===== config.mk =====
export PLATFORM = sky130hd
export DESIGN_NAME = clock_and_baud_config
export DESIGN_NICKNAME = d
export VERILOG_FILES = /design/src/rtl/clock_baud_pkg.sv /design/src/rtl/uart_frame_engine.sv /design/src/rtl/clock_and_baud_config.sv
export VERILOG_INCLUDE_DIRS = /design/src /design/src/rtl
export SDC_FILE = /design/constraint.sdc
export NUM_CORES = 1
export LEC_CHECK = 0
export BUFFER_PORTS_ARGS = -buffer_cell sky130_fd_sc_hd__buf_2
export CAP_MARGIN = 20
export CORE_AREA = 2 2 120 122
export DETAILED_ROUTE_END_ITERATION = 10
export DIE_AREA = 0 0 122 124
export PLACE_DENSITY = 0.83
export SYNTH_ARGS = -nofsm -noshare
export SYNTH_HDL_FRONTEND = slang
export SYNTH_SLANG_ARGS = --single-unit

===== constraint.sdc =====
create_clock -name core_clk -period 11.97 [get_ports core_clk]
set_input_delay 2.394 -clock core_clk [delete_from_list [all_inputs] [get_ports core_clk]]
set_output_delay 2.394 -clock core_clk [all_outputs]
set_load 0.02 [all_outputs]

===== src/rtl/clock_baud_regs.svh =====
// Register indices, masks, codes and reset values of the clock block
`ifndef CLOCK_BAUD_REGS_SVH
`define CLOCK_BAUD_REGS_SVH
// ==========================================================
// Register indices (byte address is index times four)
`define IDX_RX_ANALOG 8'h39
`define IDX_UART_BAUD 8'h3B
`define IDX_OSC_TRIM 8'h3C
`define IDX_PLL_CTRL 8'h3D
`define IDX_PLL_OUTDIV 8'h3E
`define IDX_STATUS 8'h30
// ==========================================================
// Reset values and masks
`define RST_UART_BAUD 8'h7A
`define RST_ZERO 8'h00
`define RXA_WR_MASK 8'hCF
// ==========================================================
// Baud arithmetic
`define BAUD_LOW_ADD 13'h0001
`define BAUD_HIGH_ADD 13'h0021
// ==========================================================
// Feedback multiplication factors
`define FB_MULT_23 5'h17
`define FB_MULT_27 5'h1B
`define FB_MULT_28 5'h1C
// Usable output divider range
`define OUTDIV_MIN 8'h08
`define OUTDIV_MAX 8'hFE
// ==========================================================
// Clock pin source codes
`define SEL_GPIO 4'h0
`define SEL_PLL 4'h1
`define SEL_LOW 4'h2
`define SEL_HIGH 4'h3
`define SEL_XTAL 4'h4
`define SEL_XTAL_D2 4'h5
`define SEL_XTAL_D4 4'h6
`define SEL_XTAL_D8 4'h7
`define SEL_TMR0 4'h8
`define SEL_TMR3 4'hB
`endif


===== src/rtl/clock_baud_pkg.sv =====
// Shared types of the clock and baud configuration block
package clock_baud_pkg;
    // ======================================================
    // Captured bus address phase
    typedef struct packed {
        logic valid;
        logic wr;
        logic ok;
        logic [7:0] idx;
    } ahb_req_s;
    // One serial character with its strobe
    typedef struct packed {
        logic [7:0] data;
        logic valid;
    } uart_byte_s;
    // Transmit sequencer states
    typedef enum logic [3:0] {
        TX_IDLE = 4'b0001,
        TX_START = 4'b0010,
        TX_DATA = 4'b0100,
        TX_STOP = 4'b1000
    } tx_state_e;
endpackage


===== src/rtl/uart_frame_engine.sv =====
// Serial character framing engine: one start, eight data, one stop bit
`timescale 1ns/1ps
`default_nettype none
module uart_frame_engine #(
    parameter int PERIOD_W = 13
) (
    // Clock and reset
    input wire logic core_clk,
    input wire logic reset,
    // Bit period in reference cycles
    input wire logic [PERIOD_W-1:0] bit_period,
    // Serial lines, receive already synchronised
    input wire logic rx_line,
    output logic tx_line,
    // Transmit byte handshake
    input wire clock_baud_pkg::uart_byte_s tx_in,
    output logic tx_ready,
    // Received byte and frame check
    output clock_baud_pkg::uart_byte_s rx_out,
    output logic rx_frame_error
);
    import clock_baud_pkg::*;
    // ======================================================
    // Transmit side
    tx_state_e state_ff;
    logic [PERIOD_W-1:0] tcnt_ff; // Cycles left in bit
    logic [2:0] tbit_ff; // Data bit index
    logic [7:0] tshift_ff; // Bits still to send
    logic tx_line_ff; // Registered line level
    wire logic t_tick = tcnt_ff <= PERIOD_W'(1);
    wire logic [PERIOD_W-1:0] t_dec = tcnt_ff - PERIOD_W'(1);
    assign tx_ready = state_ff == TX_IDLE;
    assign tx_line = tx_line_ff;
    // Sequencer, line idles high between characters
    always_ff @(posedge core_clk or posedge reset) begin
        if (reset) begin
            state_ff <= TX_IDLE;
            tcnt_ff <= '0;
            tbit_ff <= 3'h0;
            tshift_ff <= 8'h00;
            tx_line_ff <= 1'b1;
        end else begin
            tcnt_ff <= t_tick ? bit_period : t_dec;
            case (state_ff)
                TX_IDLE: begin
                    tcnt_ff <= bit_period;
                    if (tx_in.valid) begin
                        // Start bit
                        state_ff <= TX_START;
                        tshift_ff <= tx_in.data;
                        tx_line_ff <= 1'b0;
                    end
                end
                TX_START: if (t_tick) begin
                    state_ff <= TX_DATA;
                    tbit_ff <= 3'h0;
                    tx_line_ff <= tshift_ff[0];
                    tshift_ff <= {1'b0, tshift_ff[7:1]};
                end
                TX_DATA: if (t_tick) begin
                    if (tbit_ff == 3'h7) begin
                        // Single stop bit, no parity
                        state_ff <= TX_STOP;
                        tx_line_ff <= 1'b1;
                    end else begin
                        tbit_ff <= tbit_ff + 3'h1;
                        tx_line_ff <= tshift_ff[0];
                        tshift_ff <= {1'b0, tshift_ff[7:1]};
                    end
                end
                TX_STOP: if (t_tick) begin
                    state_ff <= TX_IDLE;
                end
                default: state_ff <= TX_IDLE;
            endcase
        end
    end
    // ======================================================
    // Receive side, sampled at mid bit
    logic rbusy_ff; // Character in progress
    logic [PERIOD_W-1:0] rcnt_ff; // Cycles to next sample
    logic [3:0] rbit_ff; // 0 start, 1..8 data, 9 stop
    logic [7:0] rshift_ff; // Assembled data
    uart_byte_s rx_out_ff; // Output byte
    logic rerr_ff; // Stop bit was low
    wire logic r_tick = rcnt_ff <= PERIOD_W'(1);
    assign rx_out = rx_out_ff;
    assign rx_frame_error = rerr_ff;
    // Start detect, then one sample per bit period
    always_ff @(posedge core_clk or posedge reset) begin
        if (reset) begin
            rbusy_ff <= 1'b0;
            rcnt_ff <= '0;
            rbit_ff <= 4'h0;
            rshift_ff <= 8'h00;
            rx_out_ff <= '0;
            rerr_ff <= 1'b0;
        end else begin
            rx_out_ff.valid <= 1'b0;
            if (!rbusy_ff) begin
                // Wait half a bit to land mid start bit
                if (!rx_line) begin
                    rbusy_ff <= 1'b1;
                    rcnt_ff <= bit_period >> 1;
                    rbit_ff <= 4'h0;
                end
            end else if (!r_tick) begin
                rcnt_ff <= rcnt_ff - PERIOD_W'(1);
            end else begin
                rcnt_ff <= bit_period;
                rbit_ff <= rbit_ff + 4'h1;
                if (rbit_ff == 4'h0 && rx_line) begin
                    // Glitch, not a start bit
                    rbusy_ff <= 1'b0;
                end else if (rbit_ff == 4'h9) begin
                    rbusy_ff <= 1'b0;
                    rx_out_ff <= '{data: rshift_ff, valid: 1'b1};
                    rerr_ff <= !rx_line;
                end else if (rbit_ff != 4'h0) begin
                    rshift_ff <= {rx_line, rshift_ff[7:1]};
                end
            end
        end
    end
endmodule
`default_nettype wire


===== src/rtl/clock_and_baud_config.sv =====
// Clock configuration block: register slave, baud, trim, PLL and clock pin
//
// The AHB-Lite interface to the registers was chosen for this implementation.
`timescale 1ns/1ps
`default_nettype none
`include "clock_baud_regs.svh"
// Function
// - Two-bit receiver high-pass corner at bits 3:2
// - Two-bit receiver gain at bits 1:0
// - Exponent zero: rate is reference over mantissa+1
// - Else reference over mantissa+33, over 2^(exp-1)
// - Characters: start, eight data, stop, no parity
// - Baud register resets to 7Ah
// - Larger oscillator trim lowers its frequency
// - PLL clock: input times feedback, halved, over divider
// - Feedback code gives 23, 27, 28, 23
// - Pin source 0 I/O, 1 PLL, 2 low, 3 high
// - Codes 4 to 7 give crystal over 1, 2, 4, 8
// - Codes 8 to B toggle on timer overflows
// - Clock pin enable gates the selected clock
// - Output divider divides by 8 to 254 only
module clock_and_baud_config #(
    parameter int PERIOD_W = 13
) (
    // Clock and reset
    input wire logic core_clk,
    input wire logic reset,
    // AHB-Lite slave port
    input wire logic hsel,
    input wire logic [31:0] haddr,
    input wire logic [1:0] htrans,
    input wire logic hwrite,
    input wire logic [2:0] hsize,
    input wire logic [31:0] hwdata,
    input wire logic hready,
    output logic hreadyout,
    output logic [31:0] hrdata,
    output logic hresp,
    // Host serial pins
    input wire logic uart_rx_pin,
    output logic uart_tx_pin,
    // Character path to the core
    input wire clock_baud_pkg::uart_byte_s tx_byte,
    output logic tx_ready,
    output clock_baud_pkg::uart_byte_s rx_byte,
    output logic rx_frame_error,
    // Timer overflow pulses
    input wire logic [3:0] timer_overflow,
    // Clock output pin and pad bypass selects
    output logic clock_output_pin,
    output logic clock_output_oe,
    output logic clock_pin_pass_pll,
    output logic clock_pin_pass_ref,
    // Receiver analog settings
    output logic [1:0] mid_voltage_trim,
    output logic [1:0] rx_hp_corner,
    output logic [1:0] rx_gain,
    // Slow oscillator trim
    output logic [7:0] slow_osc_trim_value,
    output logic [7:0] slow_osc_speed_code,
    // PLL controls
    output logic pll_power_down,
    output logic [4:0] pll_feedback_mult,
    output logic [7:0] pll_output_divider,
    output logic pll_clock_valid
);
    import clock_baud_pkg::*;

    // ======================================================
    // Parameter check
    if (PERIOD_W < 13) begin : g_bad_width
        $error("PERIOD_W below 13 cannot hold the longest bit period");
    end

    // ======================================================
    // Functions
    // Bit period in reference cycles from the baud byte
    function automatic logic [PERIOD_W-1:0] baud_period(input logic [7:0] b);
        logic [PERIOD_W-1:0] mant;
        mant = PERIOD_W'(b[4:0]);
        if (b[7:5] == 3'h0) begin
            return mant + PERIOD_W'(`BAUD_LOW_ADD);
        end
        return (mant + PERIOD_W'(`BAUD_HIGH_ADD)) << (b[7:5] - 3'h1);
    endfunction

    // Feedback multiplication factor from its code
    function automatic logic [4:0] fb_mult(input logic [1:0] code);
        case (code)
            2'h1: return `FB_MULT_27;
            2'h2: return `FB_MULT_28;
            default: return `FB_MULT_23;
        endcase
    endfunction

    // Output divider setting inside its usable range
    function automatic logic div_ok(input logic [7:0] d);
        return d >= `OUTDIV_MIN && d <= `OUTDIV_MAX;
    endfunction

    // ======================================================
    // Bus address phase
    ahb_req_s req_ff; // Pending data phase
    logic [31:0] hrdata_ff; // Read data
    // Transfer accepted at this edge
    wire logic take = hsel && htrans[1] && hready;
    // Word aligned and inside the register window
    wire logic map_ok = haddr[31:10] == 22'h0 && haddr[1:0] == 2'h0;
    wire logic [7:0] rd_idx = haddr[9:2];
    // Never stalls, never errors
    assign hreadyout = 1'b1;
    assign hresp = 1'b0;
    assign hrdata = hrdata_ff;

    // Capture address phase for the following data phase
    always_ff @(posedge core_clk or posedge reset) begin
        if (reset) begin
            req_ff <= '0;
        end else if (hready) begin
            req_ff <= '{valid: take, wr: hwrite, ok: map_ok, idx: rd_idx};
        end
    end

    // ======================================================
    // Write decode
    wire logic wr_live = req_ff.valid && req_ff.wr && req_ff.ok;
    wire logic wr_rxa = wr_live && req_ff.idx == `IDX_RX_ANALOG;
    wire logic wr_baud = wr_live && req_ff.idx == `IDX_UART_BAUD;
    wire logic wr_trim = wr_live && req_ff.idx == `IDX_OSC_TRIM;
    wire logic wr_pll = wr_live && req_ff.idx == `IDX_PLL_CTRL;
    wire logic wr_div = wr_live && req_ff.idx == `IDX_PLL_OUTDIV;

    // ======================================================
    // Configuration registers
    logic [7:0] rx_ana_ff; // Receiver analog settings
    logic [7:0] baud_ff; // Host UART baud
    logic [7:0] trim_ff; // Slow oscillator trim
    logic [7:0] pll_ctrl_ff; // PLL and clock pin control
    logic [7:0] outdiv_ff; // PLL output divider
    // Next values, write data taken in the data phase
    wire logic [7:0] nxt_rx_ana = wr_rxa ? hwdata[7:0] & `RXA_WR_MASK : rx_ana_ff;
    wire logic [7:0] nxt_baud = wr_baud ? hwdata[7:0] : baud_ff;
    wire logic [7:0] nxt_trim = wr_trim ? hwdata[7:0] : trim_ff;
    wire logic [7:0] nxt_pll_ctrl = wr_pll ? hwdata[7:0] : pll_ctrl_ff;
    wire logic [7:0] nxt_outdiv = wr_div ? hwdata[7:0] : outdiv_ff;

    // Register storage
    always_ff @(posedge core_clk or posedge reset) begin
        if (reset) begin
            rx_ana_ff <= `RST_ZERO;
            baud_ff <= `RST_UART_BAUD;
            trim_ff <= `RST_ZERO;
            pll_ctrl_ff <= `RST_ZERO;
            outdiv_ff <= `RST_ZERO;
        end else begin
            rx_ana_ff <= nxt_rx_ana;
            baud_ff <= nxt_baud;
            trim_ff <= nxt_trim;
            pll_ctrl_ff <= nxt_pll_ctrl;
            outdiv_ff <= nxt_outdiv;
        end
    end

    // ======================================================
    // Read path
    wire logic [7:0] status = {5'h00, clock_output_oe, !tx_ready, pll_clock_valid};
    // Next values used so a read right after a write sees it
    wire logic [7:0] rd_val =
        !map_ok ? 8'h00 :
        rd_idx == `IDX_RX_ANALOG ? nxt_rx_ana :
        rd_idx == `IDX_UART_BAUD ? nxt_baud :
        rd_idx == `IDX_OSC_TRIM ? nxt_trim :
        rd_idx == `IDX_PLL_CTRL ? nxt_pll_ctrl :
        rd_idx == `IDX_PLL_OUTDIV ? nxt_outdiv :
        rd_idx == `IDX_STATUS ? status : 8'h00;

    // Read data loaded at the address phase
    always_ff @(posedge core_clk or posedge reset) begin
        if (reset) begin
            hrdata_ff <= 32'h0000_0000;
        end else if (take && !hwrite) begin
            hrdata_ff <= {24'h00_0000, rd_val};
        end
    end

    // ======================================================
    // Analog settings
    // Trim bits passed as written; software keeps them zero
    assign mid_voltage_trim = rx_ana_ff[7:6];
    assign rx_hp_corner = rx_ana_ff[3:2];
    assign rx_gain = rx_ana_ff[1:0];
    assign slow_osc_trim_value = trim_ff;
    // Speed code falls as the trim rises
    assign slow_osc_speed_code = ~trim_ff;

    // ======================================================
    // PLL controls
    logic [4:0] mult_ff; // Feedback factor
    logic pll_ok_ff; // PLL source usable
    assign pll_power_down = pll_ctrl_ff[2];
    assign pll_feedback_mult = mult_ff;
    assign pll_output_divider = outdiv_ff;
    assign pll_clock_valid = pll_ok_ff;

    // Decoded from next values to stay aligned with registers
    always_ff @(posedge core_clk or posedge reset) begin
        if (reset) begin
            mult_ff <= `FB_MULT_23;
            pll_ok_ff <= 1'b0;
        end else begin
            mult_ff <= fb_mult(nxt_pll_ctrl[1:0]);
            pll_ok_ff <= !nxt_pll_ctrl[2] && div_ok(nxt_outdiv);
        end
    end

    // ======================================================
    // Clock output pin
    logic [2:0] div_cnt_ff; // Crystal divider
    logic [3:0] tgl_ff; // Timer overflow toggles
    logic pin_ff; // Pin level
    logic oe_ff; // Pin driven
    logic pass_pll_ff; // Pad passes PLL clock
    logic pass_ref_ff; // Pad passes crystal clock
    wire logic [3:0] sel_w = pll_ctrl_ff[7:4];
    wire logic pin_en_w = pll_ctrl_ff[3];
    wire logic tmr_sel = sel_w >= `SEL_TMR0 && sel_w <= `SEL_TMR3;
    // Level for the pin from the selected source
    wire logic pin_src =
        sel_w == `SEL_HIGH ? 1'b1 :
        sel_w == `SEL_XTAL_D2 ? div_cnt_ff[0] :
        sel_w == `SEL_XTAL_D4 ? div_cnt_ff[1] :
        sel_w == `SEL_XTAL_D8 ? div_cnt_ff[2] :
        tmr_sel ? tgl_ff[sel_w[1:0]] : 1'b0;
    // I/O use and reserved codes leave the pin to the pad
    wire logic pin_drive = pin_en_w && sel_w != `SEL_GPIO && sel_w <= `SEL_TMR3;
    assign clock_output_pin = pin_ff;
    assign clock_output_oe = oe_ff;
    assign clock_pin_pass_pll = pass_pll_ff;
    assign clock_pin_pass_ref = pass_ref_ff;

    // Free dividers and toggles
    always_ff @(posedge core_clk or posedge reset) begin
        if (reset) begin
            div_cnt_ff <= 3'h0;
            tgl_ff <= 4'h0;
        end else begin
            div_cnt_ff <= div_cnt_ff + 3'h1;
            tgl_ff <= tgl_ff ^ timer_overflow;
        end
    end

    // Pin outputs, all gated by the enable bit
    always_ff @(posedge core_clk or posedge reset) begin
        if (reset) begin
            pin_ff <= 1'b0;
            oe_ff <= 1'b0;
            pass_pll_ff <= 1'b0;
            pass_ref_ff <= 1'b0;
        end else begin
            pin_ff <= pin_drive && pin_src;
            oe_ff <= pin_drive;
            pass_pll_ff <= pin_en_w && sel_w == `SEL_PLL && pll_ok_ff;
            pass_ref_ff <= pin_en_w && sel_w == `SEL_XTAL;
        end
    end

    // ======================================================
    // Host serial link
    logic rx_meta_ff; // First synchroniser stage
    logic rx_sync_ff; // Second synchroniser stage
    wire logic [PERIOD_W-1:0] bit_period = baud_period(baud_ff);

    // Pin synchroniser, idles high
    always_ff @(posedge core_clk or posedge reset) begin
        if (reset) begin
            rx_meta_ff <= 1'b1;
            rx_sync_ff <= 1'b1;
        end else begin
            rx_meta_ff <= uart_rx_pin;
            rx_sync_ff <= rx_meta_ff;
        end
    end

    // Framing engine, rate taken from the baud register
    uart_frame_engine #(
        .PERIOD_W(PERIOD_W)
    ) u_frame (
        .core_clk(core_clk),
        .reset(reset),
        .bit_period(bit_period),
        .rx_line(rx_sync_ff),
        .tx_line(uart_tx_pin),
        .tx_in(tx_byte),
        .tx_ready(tx_ready),
        .rx_out(rx_byte),
        .rx_frame_error(rx_frame_error)
    );
endmodule
`default_nettype wire


==> impl_metrics.yaml <==
critical_path:
  cp-start-kind: "flop"
  cp.arrival_ns: 2.27
  cpPeakStageDelay_ns: 0.93
  crit_path_end: "tx_ready"
  reg2reg_depth: 8
  required_ns: 9.58
  cp_top_family: "simple AND/OR/NAND/NOR gates"
  reg2reg_from: "baud_ff[5]"
  path_class: "reg2out"
  r2r_setup_slack_ns: 8.46
  critPathSlowestCell: "nor4b_1"
  crit_chain: "nor4b_1 -> buf_2"
  crit_buf_inv: 1
  critPathCaptureType: "primary output"
  r2r-end: "u_frame.rcnt_ff[3]"
  critical_path.startpoint: "u_frame.state_ff[0]"
  worst-path-stages: 2
  crit_path_max_fanout: 8
power:
  internal_power_mw: 0.936
  pwr-share-comb_pct: 14.3
  p_leak_nw: 4.25
  ir_worst_vdd_v: 0.0000957
  seq_power_share_pct: 43.9
  power_switching_mw: 0.350
  p_clk_share_pct: 41.8
  power_per_cell_area_mw_per_mm2: 141
  switching_share_pct: 27.2
  total_power_mw: 1.29
cts:
  insertion_delay_ns: 0.43
  root_buffer: "clkbuf_16"
  holdBufCountCts: 0
  clockBufferDepth: 2
  cts_buffers: 17
  cts.clk_slew.worst_paths_ns: 0.06
  cts_resized: 0
  cts_tree: "yes"
  cts_setup_buffers: 0
  htreeDepth: 4
  clock-sinks: 141
grt:
  antenna_found_initial: 1
  grt_usage_pct: 26.3
  grt_max_degree: 94
  gr-total-overflow: 0
  grt_first_pass_wirelength_um: 31000
  grt_pass1_vias: 6282
routing:
  ant_nets: 0
  drc: 0
  via_per_inst: 6.01
  dr.first_iter.drc_count: 505
  routedWlPerCell_um: 17.5
  wirelength_um: 19200
  dr.pass1.iters: 6
  vias: 6604
die:
  initial_core_util_pct: 58.4
  die_x_um: 122
  ios: 175
  coreArea_mm2: 0.0137
  dieArea_mm2: 0.0151
  rows: 43
  die_y_um: 124
synth:
  synth_edf_count: 0
  ys_warn_count: 0
  yosys.area.top_type: "dfrtp_1"
  synth_area_mm2: 0.00801
  yosys_register_bits: 141
  ys_seq_area_share_pct: 44.2
  synth_top_area_share_pct: 40.6
  ys_types: 73
  yosysMostFrequentCell: "dfrtp_1"
  synthTopCellsByArea: "dfrtp_1 41%, mux2_2 6.6%, nand2_1 3.7%"
  synth_async_sr_flop_share_pct: 100
  ys_top_cells_by_count: "130 x dfrtp_1, 79 x nand2_1, 48 x nor2_1"
  syn-mean-instance-area_um2: 9.79
  ys.flop_type: "dfrtp_1"
  syn-instance-count: 818
cells_and_area:
  fin_cells: 1098
  drive_gt1_share_pct: 25.3
  postLayoutCellArea_mm2: 0.00912
  finalCoreUtilization_pct: 66.5
  nets: 1007
  area_growth_pct: 13.9
timing:
  finalCriticalPeriod_ns: 4.66
  fmax_mhz: 214
  whs_ns: 0.364
  setup_viol: 0
  grt_setup_unrepaired: "false"
  tns_ns: 0
  final-max-slew-violation-count: 0
  skew_ns: 0.00812
  worst_slack_ns: 7.31
  maxSlewHeadroom_pct: 22.7
  finalHoldViolations: 0
  period_share_pct: 39.0
  worstMarginPinSlew_ns: 1.14
placement:
  dpl.cell_count: 1065
  numPortBuffers: 119
  gp_congestion: 0.896
  hpwl_um: 13400
  placed_area_mm2: 0.00851
  preCtsSetupSlack_ns: 7.40
run:
  maxCapViolCount: 0
outcome:
  outcome: "completed"
worst_hold_path:
  hold_path.class: "reg2reg"
[flip-flops by register name, indices dropped and copies added, names as in the netlist, 3 cells and up]
name	flops
hrdata	8
u_frame.tcnt_ff	13
req_ff	11
baud_ff	8
pll_feedback_mult	3
u_frame.rshift_ff	8
u_frame.rcnt_ff	13
pll_ctrl_ff	8
tgl_ff	4
slow_osc_trim_value	8
u_frame.rbit_ff	4
pll_output_divider	8
u_frame.state_ff	4
div_cnt_ff	3
u_frame.tshift_ff	8
u_frame.tbit_ff	3
rx_ana_ff	8
u_frame.rx_out	9
[cells in the final DEF (no fill, tap or decap), types with 26 or more instances in the layout]
cell	n
conb_1	27
nand2_1	79
nor2_1	48
mux2i_1	26
buf_2	119
a21oi_1	27
inv_1	35
dfrtp_1	130
mux2_2	47
o21ai_0	45
[power groups by stage]
stage          clock network, mW  registers, mW  logic [mW]
6_report                   0.537          0.565       0.184
5_1_grt                    0.565          0.572       0.203
4_1_cts                    0.543          0.565       0.184
3_5_place_dp                   0          0.572       0.183
3_3_place_gp                   0          0.570       0.176
2_1_floorplan                  0          0.561       0.148
[area by class of cell]
class                      count  area [um^2]
antenna                        1         2.50
inverter                      36          140
fill                        1061         4600
timing repair buffer         123          626
clock buffer                  21          460
clock inverter                11          141
sequential                   141         3540
tap                          180          225
multi-input combinational    585         3980
[cell families after synthesis]
group                    share of synthesized area [%]
other                                           0.0938
AO/OA/AOI/OAI                                     14.3
XOR/XNOR                                          3.39
AND/OR/NAND/NOR                                   17.3
buffers and inverters                             7.22
flip-flops                                        44.2
adder cells (fa/ha/maj)                           2.34
multiplexers                                      11.2
[metal layers]
metal / vias up / track usage (%) / wire (um)
met1: 3205 / 33.0 / 7700
met2: 290 / 44.4 / 9680
met5: - / 0 / 0
met3: 56 / 4.49 / 1190
li1: 3053 / - / -
met4: 0 / 13.0 / 672
[worst min path at each step]
stage / start / to / slack, ns / depth (start not counted)
floorplan: rx_meta_ff / rx_sync_ff / 0.35 / 0
global placement: rx_meta_ff / rx_sync_ff / 0.35 / 0
detailed placement: rx_meta_ff / rx_sync_ff / 0.35 / 0
CTS: rx_meta_ff / rx_sync_ff / 0.36 / 0
global route: rx_meta_ff / rx_sync_ff / 0.36 / 0
finish: rx_meta_ff / rx_sync_ff / 0.36 / 0
(Power assumes the default switching activity.)
